**config.mk**
```make
export PLATFORM = sky130hd
export DESIGN_NAME = dee_ctrl
export DESIGN_NICKNAME = d
export VERILOG_FILES = /design/src/hw/dee_pkg.sv /design/src/hw/dee_ctrl.sv
export SDC_FILE = /design/constraint.sdc
export NUM_CORES = 1
export LEC_CHECK = 0
export BUFFER_PORTS_ARGS = -buffer_cell sky130_fd_sc_hd__buf_2
export CAP_MARGIN = 0
export CORE_MARGIN = 3
export CORE_UTILIZATION = 63
export CTS_CLUSTER_DIAMETER = 100
export DETAILED_ROUTE_END_ITERATION = 10
export PLACE_DENSITY = 0.8
export SYNTH_ARGS = -nofsm -noshare
export SYNTH_HDL_FRONTEND = slang
export SYNTH_SLANG_ARGS = --single-unit
```
**constraint.sdc**
```tcl
create_clock -name clk -period 3.1 [get_ports clk]
set_clock_uncertainty 0.05 [all_clocks]
set_input_delay 0.155 -clock clk [delete_from_list [all_inputs] [get_ports clk]]
set_output_delay 0.155 -clock clk [all_outputs]
set_load 0.005 [all_outputs]
```
**src/hw/dee_pkg.sv**
```systemverilog
// package: register map, control bit layout, reset values and timing constants
package dee_pkg;

    // ------------------------------------------------------------
    // register map
    // ------------------------------------------------------------
    localparam logic [7:0] DEE_DATA_OFS    = 8'h08;
    localparam logic [7:0] DEE_ADDR_OFS    = 8'h09;
    localparam logic [7:0] DEE_CONTROL_OFS = 8'h88;
    localparam logic [7:0] DEE_UNLOCK_OFS  = 8'h89;

    // ------------------------------------------------------------
    // control register bit positions
    // ------------------------------------------------------------
    localparam int DEE_RD_BIT   = 0;
    localparam int DEE_WR_BIT   = 1;
    localparam int DEE_WRITE_ENABLE_BIT_BIT = 2;
    localparam int DEE_ERR_BIT  = 3;
    localparam int DEE_DONE_BIT = 4;

    // ------------------------------------------------------------
    // values and sizes
    // ------------------------------------------------------------
    localparam logic [7:0] DEE_UNLOCK_KEY1 = 8'h55;
    localparam logic [7:0] DEE_UNLOCK_KEY2 = 8'hAA;
    localparam logic [7:0] DEE_ZERO_BYTE   = 8'h00;
    localparam int         DEE_DEPTH       = 64;
    localparam logic [7:0] DEE_LAST_ADDR   = 8'h3F;

    // ------------------------------------------------------------
    // timing
    // ------------------------------------------------------------
    localparam longint DEE_CLK_HZ       = 200000000;
    localparam longint DEE_WRITE_MS     = 10;
    localparam longint DEE_PWRUP_MS     = 72;
    localparam longint DEE_WRITE_CYCLES = DEE_CLK_HZ * DEE_WRITE_MS / 1000;
    localparam longint DEE_PWRUP_CYCLES = DEE_CLK_HZ * DEE_PWRUP_MS / 1000;

    // ------------------------------------------------------------
    // types
    // ------------------------------------------------------------
    typedef enum logic [1:0] {
        DEE_UL_IDLE,
        DEE_UL_GOT55,
        DEE_UL_ARMED
    } dee_unlock_e;

    typedef struct packed {
        logic       wr;
        logic       rd;
        logic [7:0] addr;
        logic [7:0] wdata;
    } dee_sfr_req_s;

endpackage : dee_pkg

```
**src/hw/dee_ctrl.sv**
```systemverilog
// data eeprom access controller: sfr registers, unlock, timed byte write
`timescale 1ns/10ps
// Contract
// - control register bits 7:5 absent and read zero
// - software can only set read and write start bits; hardware clears them
// - read start puts addressed byte in data register next cycle
// - read byte held in data register until next read or software write
// - write starts only after 55h then AAh to unlock then start
// - write start bit refused unless write enable already set
// - started write finishes even if write enable cleared
// - write enable cleared at power-up only, never automatically
// - write completion clears write start and sets sticky done flag
// - master clear or watchdog reset mid-write sets error flag, keeps address/data
// - unlock location stores nothing and reads as zero
// - internal timer of about 10 ms times each write
// - writes blocked while 72 ms power-up timer runs
// - code protection does not block or scramble cpu access
// - 64 byte array, addresses 0h to 3Fh
// - byte write erases then programs the location, no erase command
module dee_ctrl
    import dee_pkg::*;
#(
    parameter longint WRITE_CYCLES = DEE_WRITE_CYCLES,
    parameter longint PWRUP_CYCLES = DEE_PWRUP_CYCLES
)(
    input  wire logic         clk,
    input  wire logic         rst_n,
    input  wire logic         por_n,
    input  wire logic         code_protect,
    input  wire dee_sfr_req_s sfr_req,
    output logic [7:0]        sfr_rdata,
    output logic              write_busy,
    output logic              write_done_irq
);

    // ------------------------------------------------------------
    // reset classification
    // ------------------------------------------------------------
    // rst_n covers every reset; por_n is power-on only. a rst_n without
    // por_n is a master clear or watchdog reset. both asynchronous.
    logic              wr_live_r;       // survives warm reset
    logic              err_r;
    logic              write_enable_bit_r;
    logic              pwrup_busy_r;
    logic [31:0]       pwrup_cnt_r;

    // ------------------------------------------------------------
    // storage and sfr state
    // ------------------------------------------------------------
    logic [7:0]        mem_r [DEE_DEPTH];
    logic [7:0]        data_r;
    logic [7:0]        addr_r;
    logic              wr_r;
    logic              done_r;
    dee_unlock_e       ul_r;
    dee_unlock_e       ul_nxt;
    logic [31:0]       wcnt_r;
    logic [5:0]        wr_addr_r;
    logic [7:0]        wr_data_r;

    wire logic         hit_data   = sfr_req.addr == DEE_DATA_OFS;
    wire logic         hit_addr   = sfr_req.addr == DEE_ADDR_OFS;
    wire logic         hit_ctrl   = sfr_req.addr == DEE_CONTROL_OFS;
    wire logic         hit_unlock = sfr_req.addr == DEE_UNLOCK_OFS;
    wire logic         any_acc    = sfr_req.wr | sfr_req.rd;
    wire logic         ctrl_wr    = sfr_req.wr & hit_ctrl;
    wire logic         set_rd     = ctrl_wr & sfr_req.wdata[DEE_RD_BIT];
    wire logic         new_write_enable_bit   = ctrl_wr ? sfr_req.wdata[DEE_WRITE_ENABLE_BIT_BIT] : write_enable_bit_r;
    // code_protect is deliberately not in any term here
    wire logic         start_ok   = ctrl_wr & sfr_req.wdata[DEE_WR_BIT]
                                  & write_enable_bit_r
                                  & (ul_r == DEE_UL_ARMED)
                                  & ~pwrup_busy_r
                                  & ~wr_r;
    wire logic         wdone      = wr_r & (wcnt_r == 32'(WRITE_CYCLES - 1));
    // address bits 7:6 ignored: 40h and up alias onto the 64 bytes
    wire logic [5:0]   rd_idx     = addr_r[5:0];

    // ------------------------------------------------------------
    // unlock detector
    // ------------------------------------------------------------
    always_comb
    begin
        ul_nxt = ul_r;
        if (any_acc)
        begin
            ul_nxt = DEE_UL_IDLE;
            if (sfr_req.wr & hit_unlock & (sfr_req.wdata == DEE_UNLOCK_KEY1))
                ul_nxt = DEE_UL_GOT55;
            else if (sfr_req.wr & hit_unlock & (sfr_req.wdata == DEE_UNLOCK_KEY2)
                     & (ul_r == DEE_UL_GOT55))
                ul_nxt = DEE_UL_ARMED;
        end
    end

    always_ff @(posedge clk or negedge rst_n)
    begin
        if (!rst_n)
            ul_r <= DEE_UL_IDLE;
        else
            ul_r <= ul_nxt;
    end

    // ------------------------------------------------------------
    // power-on domain: power-up timer, write enable, error flag
    // ------------------------------------------------------------
    always_ff @(posedge clk or negedge por_n)
    begin
        if (!por_n)
        begin
            pwrup_cnt_r  <= '0;
            pwrup_busy_r <= 1'b1;
            write_enable_bit_r       <= 1'b0;
            err_r        <= 1'b0;
        end
        else
        begin
            if (pwrup_busy_r)
                pwrup_cnt_r <= pwrup_cnt_r + 32'd1;
            if (pwrup_cnt_r == 32'(PWRUP_CYCLES - 1))
                pwrup_busy_r <= 1'b0;
            // survives warm resets; only power-on or a software control write clears it
            write_enable_bit_r     <= new_write_enable_bit;
            // warm reset is seen on clock edges only: a pulse between edges sets no error
            if (!rst_n && wr_live_r)
                err_r <= 1'b1;
            else if (ctrl_wr)
                err_r <= sfr_req.wdata[DEE_ERR_BIT];
        end
    end

    // marks a write in flight; frozen while rst_n is low so the error flag sees it,
    // then dropped at the first edge after a warm reset has killed the write
    always_ff @(posedge clk or negedge por_n)
    begin
        if (!por_n)
            wr_live_r <= 1'b0;
        else if (rst_n)
            wr_live_r <= start_ok | (wr_r & ~wdone);
    end

    // ------------------------------------------------------------
    // write engine and control flags
    // ------------------------------------------------------------
    always_ff @(posedge clk or negedge rst_n)
    begin
        if (!rst_n)
        begin
            wr_r   <= 1'b0;
            done_r <= 1'b0;
            wcnt_r <= '0;
        end
        else
        begin
            if (start_ok)
            begin
                wr_r   <= 1'b1;
                wcnt_r <= '0;
            end
            else if (wdone)
                wr_r <= 1'b0;
            else if (wr_r)
                wcnt_r <= wcnt_r + 32'd1;
            // set wins over a software clear in the same cycle
            if (wdone)
                done_r <= 1'b1;
            else if (ctrl_wr)
                done_r <= sfr_req.wdata[DEE_DONE_BIT];
        end
    end

    // latched copies keep the programmed byte stable mid-write
    always_ff @(posedge clk or negedge rst_n)
    begin
        if (!rst_n)
        begin
            wr_addr_r <= '0;
            wr_data_r <= '0;
        end
        else if (start_ok)
        begin
            wr_addr_r <= addr_r[5:0];
            wr_data_r <= data_r;
        end
    end

    // whole byte replaced: erase and program are one step here
    always_ff @(posedge clk)
    begin
        if (wdone)
            mem_r[wr_addr_r] <= wr_data_r;
    end

    // ------------------------------------------------------------
    // address and data registers
    // ------------------------------------------------------------
    // power-on reset only: contents survive warm resets so a broken write can be retried
    always_ff @(posedge clk or negedge por_n)
    begin
        if (!por_n)
        begin
            addr_r <= DEE_ZERO_BYTE;
            data_r <= DEE_ZERO_BYTE;
        end
        else
        begin
            if (sfr_req.wr & hit_addr)
                addr_r <= sfr_req.wdata;
            if (sfr_req.wr & hit_data)
                data_r <= sfr_req.wdata;
            else if (set_rd)
                data_r <= mem_r[rd_idx];
        end
    end

    // ------------------------------------------------------------
    // read mux
    // ------------------------------------------------------------
    // read start never holds: it completes in the cycle it is set
    wire logic [7:0] ctrl_view = {3'b000, done_r, err_r, write_enable_bit_r, wr_r, 1'b0};
    wire logic [7:0] rd_mux    = hit_data ? data_r :
                                 hit_addr ? addr_r :
                                 hit_ctrl ? ctrl_view :
                                 DEE_ZERO_BYTE;

    always_ff @(posedge clk or negedge rst_n)
    begin
        if (!rst_n)
            sfr_rdata <= '0;
        else
            sfr_rdata <= rd_mux;
    end

    assign write_busy     = wr_r;
    assign write_done_irq = done_r;

    // ------------------------------------------------------------
    // assertion helpers
    // ------------------------------------------------------------
    // counts each write on its own, so the timer compare is checked independently
    logic [31:0]       chk_len_r;
    logic [31:0]       chk_pwr_r;

    always_ff @(posedge clk or negedge rst_n)
    begin
        if (!rst_n)
            chk_len_r <= '0;
        else if (start_ok)
            chk_len_r <= '0;
        else if (wr_r)
            chk_len_r <= chk_len_r + 32'd1;
    end

    // saturates so a long run cannot wrap it back into the window
    always_ff @(posedge clk or negedge por_n)
    begin
        if (!por_n)
            chk_pwr_r <= '0;
        else if (chk_pwr_r != 32'hFFFF_FFFF)
            chk_pwr_r <= chk_pwr_r + 32'd1;
    end

    // ------------------------------------------------------------
    // assertions
    // ------------------------------------------------------------
    a_ctrl_upper_zero: assert property (@(posedge clk) disable iff (!rst_n)
        (sfr_req.rd & hit_ctrl) |=> (sfr_rdata[7:5] == 3'b000))
        else $error("control upper bits not zero");
    a_unlock_reads_zero: assert property (@(posedge clk) disable iff (!rst_n)
        (sfr_req.rd & hit_unlock) |=> (sfr_rdata == 8'h00))
        else $error("unlock location read nonzero");
    a_no_sw_wr_clear: assert property (@(posedge clk) disable iff (!rst_n)
        (wr_r & ~wdone) |=> wr_r)
        else $error("write start bit dropped early");
    a_write_enable_bit_gates_start: assert property (@(posedge clk) disable iff (!rst_n)
        $rose(wr_r) |-> $past(write_enable_bit_r))
        else $error("write began without enable");
    a_unlock_needed: assert property (@(posedge clk) disable iff (!rst_n)
        $rose(wr_r) |-> ($past(ul_r) == DEE_UL_ARMED))
        else $error("write began without unlock");
    a_pwrup_blocks: assert property (@(posedge clk) disable iff (!rst_n)
        pwrup_busy_r |=> ~$rose(wr_r))
        else $error("write during power-up timer");
    a_done_on_finish: assert property (@(posedge clk) disable iff (!rst_n)
        wdone |=> (~wr_r & done_r))
        else $error("completion did not set done");
    a_read_next_cycle: assert property (@(posedge clk) disable iff (!rst_n)
        (set_rd & ~(sfr_req.wr & hit_data)) |=> (data_r == mem_r[$past(rd_idx)]))
        else $error("read data not loaded");
    a_latch_stable: assert property (@(posedge clk) disable iff (!rst_n)
        (wr_r & ~start_ok) |=> $stable(wr_addr_r) && $stable(wr_data_r))
        else $error("write latch changed mid-write");
    a_write_enable_bit_kept: assert property (@(posedge clk) disable iff (!por_n)
        (write_enable_bit_r & ~ctrl_wr) |=> write_enable_bit_r)
        else $error("write enable cleared by hardware");
    a_err_on_break: assert property (@(posedge clk) disable iff (!por_n)
        (~rst_n & wr_live_r) |=> err_r)
        else $error("interrupted write left no error flag");
    a_err_cause: assert property (@(posedge clk) disable iff (!por_n)
        $rose(err_r) |-> ((!$past(rst_n) && $past(wr_live_r)) || $past(ctrl_wr)))
        else $error("error flag set without cause");
    a_regs_kept: assert property (@(posedge clk) disable iff (!por_n)
        (~rst_n & ~sfr_req.wr) |=> ($stable(addr_r) && $stable(data_r)))
        else $error("address or data lost in warm reset");
    a_data_held: assert property (@(posedge clk) disable iff (!rst_n)
        (~(sfr_req.wr & hit_data) & ~set_rd) |=> $stable(data_r))
        else $error("read byte not held");
    a_ctrl_readback: assert property (@(posedge clk) disable iff (!rst_n)
        (sfr_req.rd & hit_ctrl) |=> (~sfr_rdata[DEE_RD_BIT] && sfr_rdata[DEE_DONE_BIT] == $past(done_r)
                                     && sfr_rdata[DEE_WR_BIT] == $past(wr_r)))
        else $error("control read does not show flags");
    a_unlock_resets: assert property (@(posedge clk) disable iff (!rst_n)
        (any_acc & ~(sfr_req.wr & hit_unlock)) |=> (ul_r == DEE_UL_IDLE))
        else $error("unlock detector not reset by other access");
    a_unlock_step2: assert property (@(posedge clk) disable iff (!rst_n)
        (sfr_req.wr & hit_unlock & (sfr_req.wdata == DEE_UNLOCK_KEY2) & (ul_r == DEE_UL_GOT55))
            |=> (ul_r == DEE_UL_ARMED))
        else $error("second key did not arm");
    a_unlock_no_store: assert property (@(posedge clk) disable iff (!rst_n)
        (sfr_req.wr & hit_unlock) |=> ($stable(addr_r) && $stable(data_r)))
        else $error("unlock write stored data");
    a_byte_programmed: assert property (@(posedge clk) disable iff (!rst_n)
        wdone |=> (mem_r[$past(wr_addr_r)] == $past(wr_data_r)))
        else $error("completed write did not program byte");
    a_done_sticky: assert property (@(posedge clk) disable iff (!rst_n)
        (done_r & ~ctrl_wr) |=> done_r)
        else $error("done flag cleared by hardware");
    a_busy_restart: assert property (@(posedge clk) disable iff (!rst_n)
        (wr_r & ~wdone & ctrl_wr & sfr_req.wdata[DEE_WR_BIT]) |=> (wcnt_r == $past(wcnt_r) + 32'd1))
        else $error("restart disturbed a write in progress");
    a_write_length: assert property (@(posedge clk) disable iff (!rst_n)
        $fell(wr_r) |-> (chk_len_r == 32'(WRITE_CYCLES)))
        else $error("write cycle length wrong");
    a_pwrup_window: assert property (@(posedge clk) disable iff (!por_n)
        $fell(pwrup_busy_r) |-> (chk_pwr_r == 32'(PWRUP_CYCLES)))
        else $error("power-up timer length wrong");

    c_write_done: cover property (@(posedge clk) disable iff (!rst_n) wdone);
    c_read:       cover property (@(posedge clk) disable iff (!rst_n) set_rd);
    c_armed:      cover property (@(posedge clk) disable iff (!rst_n) ul_r == DEE_UL_ARMED);
    c_error:      cover property (@(posedge clk) disable iff (!por_n) $rose(err_r));
    c_protected:  cover property (@(posedge clk) disable iff (!rst_n) code_protect & wdone);

endmodule : dee_ctrl

```
==> impl_metrics.env, run 1 <==
export IMPL_io_pins=32
export IMPL_synth_top_cell_area_share_pct=61.47
export IMPL_worst_slew_pin_slew_ps=1338
export IMPL_yosysSeqAreaShare_pct=72.48
export IMPL_criticalPathCategory="register to register"
export IMPL_final_util_pct=73.19
export IMPL_dpl_cell_count=1979
export IMPL_drc=0
export IMPL_design_area_um2=28480
export IMPL_nets=1562
export IMPL_clk_latency_ps=610
export IMPL_combPwrFrac_pct=2.0
export IMPL_cts_sink_count=622
export IMPL_timing_rr_end="mem_r[0][6]"
export IMPL_reg2reg_from="wcnt_r[0]"
export IMPL_reg2reg_slack_ps=210
export IMPL_h_tree_depth=2
export IMPL_detailed_place_hpwl_mm=33.77
export IMPL_drt_wl_total_mm=56.64
export IMPL_synth_edf_count=512
export IMPL_whs_path_depth=5
export IMPL_final_common_cell="edfxtp_1"
export IMPL_period_minus_slack_ps=2889
export IMPL_drive_gt1_share_pct=25.46
export IMPL_maxCapViolations=0
export IMPL_die_width_um=205.3
export IMPL_clockBufferDepth=3
export IMPL_rsz0062_at_grt="false"
export IMPL_port_buffers=30
export IMPL_syn_num_nets=1411
export IMPL_reg2reg_depth=9
export IMPL_synthToLayoutAreaGrowth_pct=13.88
export IMPL_grt_pass1_vias=14150
export IMPL_synth_area_leaders="edfxtp_1 (61%), mux4_2 (13%), dfrtp_1 (11%)"
export IMPL_cts_buffers=59
export IMPL_die_h_um=205.3
export IMPL_finalWorstSetupSlack_ps=210.8
export IMPL_cp_startpoint="wcnt_r[0]"
export IMPL_fmax_mhz=346.1
export IMPL_setup_tns_ps=0
export IMPL_end_kind="register"
export IMPL_hold_violations=0
export IMPL_path_max_fanout=8
export IMPL_hold_ws_ps=54.88
export IMPL_critPathLaunchType="register"
export IMPL_synthCells=1387
export IMPL_setup_viol_count_final=0
export IMPL_hp_class="primary input to register"
export IMPL_num_antenna_cells=0
export IMPL_grt_pass1_wl_mm=86.56
export IMPL_cp_arrival_ps=3150
export IMPL_dr_pass1_iters=7
export IMPL_power_leakage_nw=8.201
export IMPL_ys_warn_count=0
export IMPL_wire_per_inst_um=26.91
export IMPL_intPower_mw=13.17
export IMPL_swShare_pct=19.77
export IMPL_final_cell_mix="edfxtp_1 (512), mux4_2 (140), buf_4 (105), dfrtp_1 (98), nor2_1 (89)"
export IMPL_grt_overflow_total=0
export IMPL_powerDensity_nw_per_um2=576.4
export IMPL_p_seq_share_pct=54.7
export IMPL_final_antenna_net_count=0
export IMPL_p_switching_mw=3.246
export IMPL_clk_pin_slew_ps=60
export IMPL_hold_end="sfr_rdata[1]"
export IMPL_synthesis_area_um2=25010
export IMPL_slew_limit_headroom_pct=10.82
export IMPL_place_gp_congestion=0.9191
export IMPL_netlist_top_cell_by_area="edfxtp_1"
export IMPL_syn_area_per_cell_um2=18.03
export IMPL_ys_types=65
export IMPL_cts_root_buf="clkbuf_16"
export IMPL_num_vias=13980
export IMPL_stdcell_count=2105
export IMPL_drtIter0Drc=2009
export IMPL_ys_async_sr_fraction_pct=17.68
export IMPL_start_util_pct=64.27
export IMPL_rows=72
export IMPL_grt_max_degree=66
export IMPL_crit_required_ps=3360
export IMPL_tritoncts="yes"
export IMPL_core_um2=38920
export IMPL_p_clk_share_pct=43.3
export IMPL_postCtsSetupRepairBufs=0
export IMPL_vias_per_cell=6.642
export IMPL_drv_slew=0
export IMPL_hp_start="sfr_req[11]"
export IMPL_status="finished clean"
export IMPL_dpl_cell_area_um2=26420
export IMPL_ys_flop_type="edfxtp_1"
export IMPL_ys_seq_elements=622
export IMPL_die_area_um2=42130
export IMPL_grt_antenna_before_repair=0
export IMPL_fin_crit_sh_pct=93.20
export IMPL_grt_usage_pct=27.78
export IMPL_dp_slack_ps=329.0
export IMPL_ir_worst_vdd_v=0.0004292
export IMPL_power_mw=16.42
## logic make-up after synthesis
| logic type | Yosys count | share of synthesized area [%] |
|---|---|---|
| flip-flops | 622 | 72.48 |
| AND/OR/NAND/NOR | 348 | 7.193 |
| multiplexers | 178 | 14.18 |
| AO/OA/AOI/OAI | 124 | 3.322 |
| buffers and inverters | 79 | 1.536 |
| XOR/XNOR | 34 | 1.191 |
| adder cells (fa/ha/maj) | 2 | 0.1000 |
## synthesized netlist by cell type (all sizes together), types with 6 or more instances
cell type and count:
a21oi 20, a22o 6, a22oi 16, a31oi 7, and2 6, and3 10, buf 42, clkbuf 26
dfrtp 109, edfxtp 512, inv 11, mux2 11, mux2i 27, mux4 140, nand2 83, nand3 45
nand3b 6, nand4 23, nor2 89, nor3 14, nor4 12, nor4b 7, o21ai 31, o22ai 12
or3 19, or4 7, xnor2 23, xor2 11
## power groups by stage
stage	logic, mW	registers, mW	clock network (mW)
floorplan	0.210	9.13	0
global placement	0.298	9.16	0
detailed placement	0.304	9.16	0
CTS	0.321	8.99	7.19
global route	0.346	8.98	7.54
finish	0.322	8.99	7.11
## worst max path at each step
| stage | end | slack [ps] | cells after the start |
|---|---|---|---|
| 3_3_place_gp | mem_r[17][2] | 360 | 9 |
| 3_5_place_dp | mem_r[17][7] | 330 | 9 |
| 4_1_cts | mem_r[17][3] | 290 | 9 |
| 6_report | mem_r[0][6] | 210 | 9 |
| 5_1_grt | mem_r[61][1] | 60 | 8 |
| 2_1_floorplan | mem_r[59][0] | 500 | 6 |
## layout make-up
class                   instances  area (um2)
inverters                      11       41.29
fillers                      2204       10430
well taps                     518       648.1
flip-flops and latches        622       18150
clock inverters                39       344.1
multi-input cells             686        6500
repair buffers                158        1239
clock buffers                  71        1564
## worst max-delay path, stage by stage, from the launching register on
cell     delay [ps]
dfrtp_1         380
ha_1            190
and3_1          210
nand4_1         290
nor4_1          380
buf_4           200
nand2_1         280
buf_4           280
nor2_1          120
buf_4           210
## state kept, by name, indices dropped and copies added (netlist names), 6 cells and up
signal,flops
wcnt_r,32
wr_data_r,8
pwrup_cnt_r,32
addr_r,8
wr_addr_r,6
data_r,8
mem_r,512
sfr_rdata,8
## per-layer routing
metal | vias to the layer above | track usage, % | part of all wire [%]
met5 | - | 0 | 0
met4 | 0 | 10.28 | 3.8
met3 | 161 | 5.790 | 9.1
met2 | 819 | 45.37 | 50
met1 | 7106 | 37.82 | 37
li1 | 5895 | - | -
## timing repair
action / 4_1_cts / 5_1_grt
endpoints found under the hold margin: 133 / 0
hold buffers: 16 / 0
gates resized for setup: 0 / 0
Note: power is estimated with default switching activity, not from simulation.
==> run 2, diff against run 1 <==
--- a/config.mk
+++ b/config.mk
@@ -5,13 +5,13 @@
 export SDC_FILE = /design/constraint.sdc
 export NUM_CORES = 1
 export LEC_CHECK = 0
-export BUFFER_PORTS_ARGS = -buffer_cell sky130_fd_sc_hd__buf_2
 export CAP_MARGIN = 0
 export CORE_MARGIN = 3
 export CORE_UTILIZATION = 63
 export CTS_CLUSTER_DIAMETER = 100
 export DETAILED_ROUTE_END_ITERATION = 10
-export PLACE_DENSITY = 0.8
+export DONT_BUFFER_PORTS = 1
+export PLACE_DENSITY = 0.79
 export SYNTH_ARGS = -nofsm -noshare
 export SYNTH_HDL_FRONTEND = slang
 export SYNTH_SLANG_ARGS = --single-unit
==> constraint.sdc (replaced) <==
create_clock -name clk -period 3 [get_ports clk]
set_clock_uncertainty 0.05 [all_clocks]
set_input_delay 0.15 -clock clk [delete_from_list [all_inputs] [get_ports clk]]
set_output_delay 0.15 -clock clk [all_outputs]
set_load 0.005 [all_outputs]
==> impl_metrics.env, run 2 (synthesis results as in run 1) <==
export IMPL_status="finished clean"
export IMPL_slew_limit_headroom_pct=15.73
export IMPL_fin_crit_sh_pct=91.75
export IMPL_intPower_mw=14.12
export IMPL_design_area_um2=28650
export IMPL_swShare_pct=19.10
export IMPL_path_max_fanout=6
export IMPL_crit_path_max_incr_delay_ps=430
export IMPL_wl_met2_mm=29.06
export IMPL_die_area_um2=42130
export IMPL_rows=72
export IMPL_port_buffers=0
export IMPL_dr_pass1_iters=6
export IMPL_p_switching_mw=3.334
export IMPL_tritoncts="yes"
export IMPL_drtIter0Drc=1867
export IMPL_dpl_cell_area_um2=26350
export IMPL_rsz0062_at_grt="false"
export IMPL_critPathSlowestCell="dfrtp_1"
export IMPL_criticalPathCategory="register to register"
export IMPL_cts_buffers=59
export IMPL_detailed_place_hpwl_mm=34.18
export IMPL_largest_register="mem_r"
export IMPL_cp_arrival_ps=3030
export IMPL_grt_usage_pct=28.42
export IMPL_wl_met3_mm=5.487
export IMPL_reg2reg_from="wcnt_r[23]"
export IMPL_reg2reg_depth=8
export IMPL_place_gp_congestion=0.9250
export IMPL_period_minus_slack_ps=2753
export IMPL_cp_startpoint="wcnt_r[23]"
export IMPL_reg_top3="mem_r x512, pwrup_cnt_r x32, wcnt_r x32"
export IMPL_worst_slew_pin_slew_ps=1264
export IMPL_drt_wl_total_mm=57.94
export IMPL_final_antenna_net_count=0
export IMPL_clockBufferDepth=3
export IMPL_combPwrFrac_pct=1.9
export IMPL_drive_gt1_share_pct=24.92
export IMPL_wl_met1_mm=21.46
export IMPL_crit_required_ps=3280
export IMPL_powerDensity_nw_per_um2=609.2
export IMPL_nets=1547
export IMPL_drc=0
export IMPL_wire_per_inst_um=27.71
export IMPL_num_vias=13950
export IMPL_final_util_pct=73.60
export IMPL_vias_per_cell=6.673
export IMPL_num_antenna_cells=0
export IMPL_p_clk_share_pct=44.9
export IMPL_grt_pass1_wl_mm=88.22
export IMPL_final_cell_mix="edfxtp_1 (512), mux4_2 (140), buf_4 (116), dfrtp_1 (98), nor2_1 (89)"
export IMPL_postCtsSetupRepairBufs=0
export IMPL_core_um2=38920
export IMPL_maxCapViolations=0
export IMPL_die_h_um=205.3
export IMPL_cp_cell_sequence="nor4_1 > nand4_1 > nor4_1 > buf_4 > nand2_1 > buf_4 > nor2_1 > buf_4"
export IMPL_io_pins=32
export IMPL_grt_antenna_before_repair=1
export IMPL_die_width_um=205.3
export IMPL_final_common_cell="edfxtp_1"
export IMPL_critPathLaunchType="register"
export IMPL_h_tree_depth=2
export IMPL_cts_sink_count=622
export IMPL_cts_root_buf="clkbuf_16"
export IMPL_grt_pass1_vias=14260
export IMPL_largest_reg_flops=512
export IMPL_synthToLayoutAreaGrowth_pct=14.52
export IMPL_hold_violations=0
export IMPL_grt_max_degree=66
export IMPL_fmax_mhz=363.3
export IMPL_ir_worst_vdd_v=0.0003748
export IMPL_power_leakage_nw=8.228
export IMPL_top_layer="met5"
export IMPL_crit_top_cell="buf_4"
export IMPL_drv_slew=0
export IMPL_clk_pin_slew_ps=70
export IMPL_setup_tns_ps=0
export IMPL_setup_viol_count_final=0
export IMPL_clk_latency_ps=620
export IMPL_p_seq_share_pct=53.2
export IMPL_start_util_pct=64.27
export IMPL_hp_class="primary input to async pin"
export IMPL_end_kind="register"
export IMPL_grt_overflow_total=0
==> run 2: cell types whose count changed in the layout (fill, tap and decap cells not counted), moves of 3 or more <==
cell | before | now
buf_2 | 30 | 0
buf_4 | 105 | 116
bufinv_16 | 6 | 11
clkbuf_8 | 0 | 3
clkinv_1 | 16 | 11
==> run 2: stage by stage <==
| step | total power, mW | hold slack [ps] | std cells | setup WS [ps] |
|---|---|---|---|---|
| floorplan | 9.653 | -195.6 | 1387 | 401.1 |
| global placement | 9.722 | -194.3 | 1960 | 334.1 |
| detailed placement | 9.727 | -194.2 | 1960 | 339.1 |
| CTS | 17.54 | 0.1330 | 2091 | 300.9 |
| global route | 17.90 | 37.29 | 2091 | 46.86 |
| finish | 17.45 | 21.44 | 2091 | 247.4 |
==> run 2: area by class of cell <==
| class | instances | area, um2 |
|---|---|---|
| tap | 518 | 648.1 |
| clock inverter | 36 | 452.9 |
| inverter | 11 | 41.29 |
| sequential | 622 | 18150 |
| timing repair buffer | 143 | 1246 |
| multi-input combinational | 686 | 6500 |
| fill | 2156 | 10270 |
| clock buffer | 75 | 1609 |
==> run 2: path summary, 6_finish.rpt <==
check / to / slack, ps
setup / recovery: mem_r[2][2] / 250
hold / removal: addr_r[7] / 20
setup reg to reg: mem_r[2][2] / 250
hold reg to reg: pwrup_cnt_r[5] / 430
max in group asynchronous: pwrup_busy_r / 2590
min in group clk: write_busy / 30
==> run 2: power groups by stage <==
stage / logic [mW] / clock network (mW) / registers, mW
after floorplan: 0.217 / 0 / 9.44
after global placement: 0.264 / 0 / 9.46
after detailed placement: 0.268 / 0 / 9.46
after CTS: 0.337 / 7.92 / 9.28
after global routing: 0.361 / 8.26 / 9.28
final: 0.337 / 7.83 / 9.28
==> run 2: timing repair <==
action	CTS	global route
resized for setup	0	0
setup endpoints to repair	0	0
endpoints found under the hold margin	140	0
hold buffers	20	0
==> run 2: layer usage <==
metal	vias up	track usage (%)
met1	7226	38.29
met4	2	9.446
li1	5850	-
met2	734	47.23
met3	141	6.059
met5	-	0
==> run 2: worst max-delay path: cells and delay by family, from the launching register on <==
| kind | cells | cell delay (ps) |
|---|---|---|
| AND/OR/NAND/NOR | 5 | 1320 |
| buffers and inverters | 3 | 670 |
| flip-flops | 1 | 430 |
==> run 3, diff against run 2 <==
--- a/config.mk
+++ b/config.mk
@@ -5,13 +5,13 @@
 export SDC_FILE = /design/constraint.sdc
 export NUM_CORES = 1
 export LEC_CHECK = 0
+export BUFFER_PORTS_ARGS = -buffer_cell sky130_fd_sc_hd__buf_2
 export CAP_MARGIN = 0
 export CORE_MARGIN = 3
 export CORE_UTILIZATION = 63
 export CTS_CLUSTER_DIAMETER = 100
 export DETAILED_ROUTE_END_ITERATION = 10
-export DONT_BUFFER_PORTS = 1
-export PLACE_DENSITY = 0.79
+export PLACE_DENSITY = 0.8
 export SYNTH_ARGS = -nofsm -noshare
 export SYNTH_HDL_FRONTEND = slang
 export SYNTH_SLANG_ARGS = --single-unit
==> impl_metrics.env, run 3 (synthesis results as in run 1) <==
export IMPL_status="finished clean"
export IMPL_final_common_cell="edfxtp_1"
export IMPL_drt_wl_total_mm=57.54
export IMPL_cts_sink_count=622
export IMPL_fmax_mhz=351.1
export IMPL_design_area_um2=28530
export IMPL_vias_per_cell=6.612
export IMPL_ir_worst_vdd_v=0.0004639
export IMPL_die_area_um2=42130
export IMPL_synthToLayoutAreaGrowth_pct=14.07
export IMPL_clk_latency_ps=610
export IMPL_io_pins=32
export IMPL_tritoncts="yes"
export IMPL_slew_limit_headroom_pct=19.00
export IMPL_largest_reg_flops=512
export IMPL_grt_overflow_total=0
export IMPL_clockBufferDepth=3
export IMPL_detailed_place_hpwl_mm=34.56
export IMPL_cts_root_buf="clkbuf_16"
export IMPL_period_minus_slack_ps=2848
export IMPL_rows=72
export IMPL_num_vias=14000
export IMPL_port_buffers=30
export IMPL_clk_pin_slew_ps=60
export IMPL_power_mw=16.88
export IMPL_worst_slew_pin_slew_ps=1215
export IMPL_largest_register="mem_r"
export IMPL_die_h_um=205.3
export IMPL_grt_max_degree=66
export IMPL_grt_pass1_vias=14200
export IMPL_drv_slew=0
export IMPL_drc=0
export IMPL_seq_area_um2=18150
export IMPL_rsz0062_at_grt="false"
export IMPL_reg_top3="mem_r x512, pwrup_cnt_r x32, wcnt_r x32"
export IMPL_cts_resized=0
export IMPL_multi_input_area_um2=6500
export IMPL_cp_arrival_ps=3120
export IMPL_drtIter0Drc=1909
export IMPL_criticalPathCategory="register to register"
export IMPL_critPathLaunchType="register"
export IMPL_end_kind="register"
export IMPL_final_antenna_net_count=0
export IMPL_wire_per_inst_um=27.18
export IMPL_setup_viol_count_final=0
export IMPL_core_um2=38920
export IMPL_num_fill_cells=2168
export IMPL_hold_violations=0
export IMPL_num_antenna_cells=0
export IMPL_power_leakage_nw=8.245
export IMPL_setup_tns_ps=0
export IMPL_nets=1576
export IMPL_dpl_cell_area_um2=26500
export IMPL_grt_antenna_before_repair=0
export IMPL_hp_class="primary input to register"
export IMPL_maxCapViolations=0
export IMPL_grt_usage_pct=28.20
export IMPL_die_width_um=205.3
export IMPL_place_gp_congestion=0.8852
export IMPL_grt_pass1_wl_mm=87.87
export IMPL_h_tree_depth=2
export IMPL_path_max_fanout=8
export IMPL_final_cell_mix="edfxtp_1 (512), mux4_2 (140), buf_4 (121), dfrtp_1 (98), nor2_1 (89)"
export IMPL_crit_required_ps=3270
export IMPL_cts_buffers=60
export IMPL_dr_pass1_iters=6
export IMPL_powerDensity_nw_per_um2=591.6
export IMPL_fin_crit_sh_pct=94.93
export IMPL_start_util_pct=64.27
export IMPL_drive_gt1_share_pct=25.83
==> run 3: cell types whose count changed in the layout (fill, tap and decap cells not counted), moves of 3 or more <==
cell	change
bufinv_16	-6
buf_2	+30
buf_4	+5
dlygate4sd3_1	-3
clkinv_1	+5
clkbuf_1	+3
clkinv_2	-4
==> run 3: repair_timing <==
item / 4_1_cts / 5_1_grt
endpoints found under the hold margin: 91 / 0
buffers inserted: 0 / 0
hold buffers: 15 / 0
==> run 3: per-stage QoR <==
step	instances	hold WS [ps]	setup slack (ps)	util [%]
floorplan	1387	-195.6	401.1	-
global placement	1993	214.6	309.7	68.08
detailed placement	1993	211.7	219.0	68.08
CTS	2117	32.26	184.0	73.31
global route	2117	79.77	67.35	73.31
finish	2117	65.14	152.1	73.31
==> run 3: where the power goes <==
group          total (mW)  leakage (nW)  internal [mW]  switching [mW]
logic               0.332          2.44          0.147           0.186
clock network        7.26         0.915           4.16            3.10
registers            9.29          4.89           9.25          0.0400
==> run 3: cell type report <==
class,instances,share of cell area (%)
clock buffers,77,5.591
clock inverters,32,1.017
inverters,11,0.1447
multi-input cells,686,22.78
flip-flops and latches,622,63.61
well taps,518,2.272
repair buffers,171,4.587
==> run 3: per-layer routing <==
layer | wire (um) | up-vias | track usage [%] | part of all wire, %
li1 | - | 5917 | - | -
met1 | 21110 | 7136 | 39.21 | 37
met2 | 28700 | 811 | 45.68 | 50
met3 | 5945 | 133 | 5.885 | 10
met4 | 1792 | 0 | 9.446 | 3.1
met5 | 0 | - | 0 | 0
==> run 3: final timing paths <==
kind | from | end | slack [ps] | cells after the start
min in group asynchronous | rst_n | wcnt_r[30] | 120 | 2
worst max-delay path | wcnt_r[7] | mem_r[26][6] | 150 | 7
worst max register to register | wcnt_r[7] | mem_r[26][6] | 150 | 7
worst min-delay path | sfr_req[9] | data_r[0] | 70 | 4
max in group asynchronous | rst_n | wcnt_r[7] | 1810 | 4
worst min register to register | pwrup_cnt_r[17] | pwrup_cnt_r[17] | 420 | 1
==> run 3: worst max-delay path, cell delays in order (launching register included) <==
cell     delay (ps)
dfrtp_1         450
nor4b_1         370
nand4_1         260
nor4_1          310
buf_4           200
nand2_1         360
nor2_1          330
buf_4           220
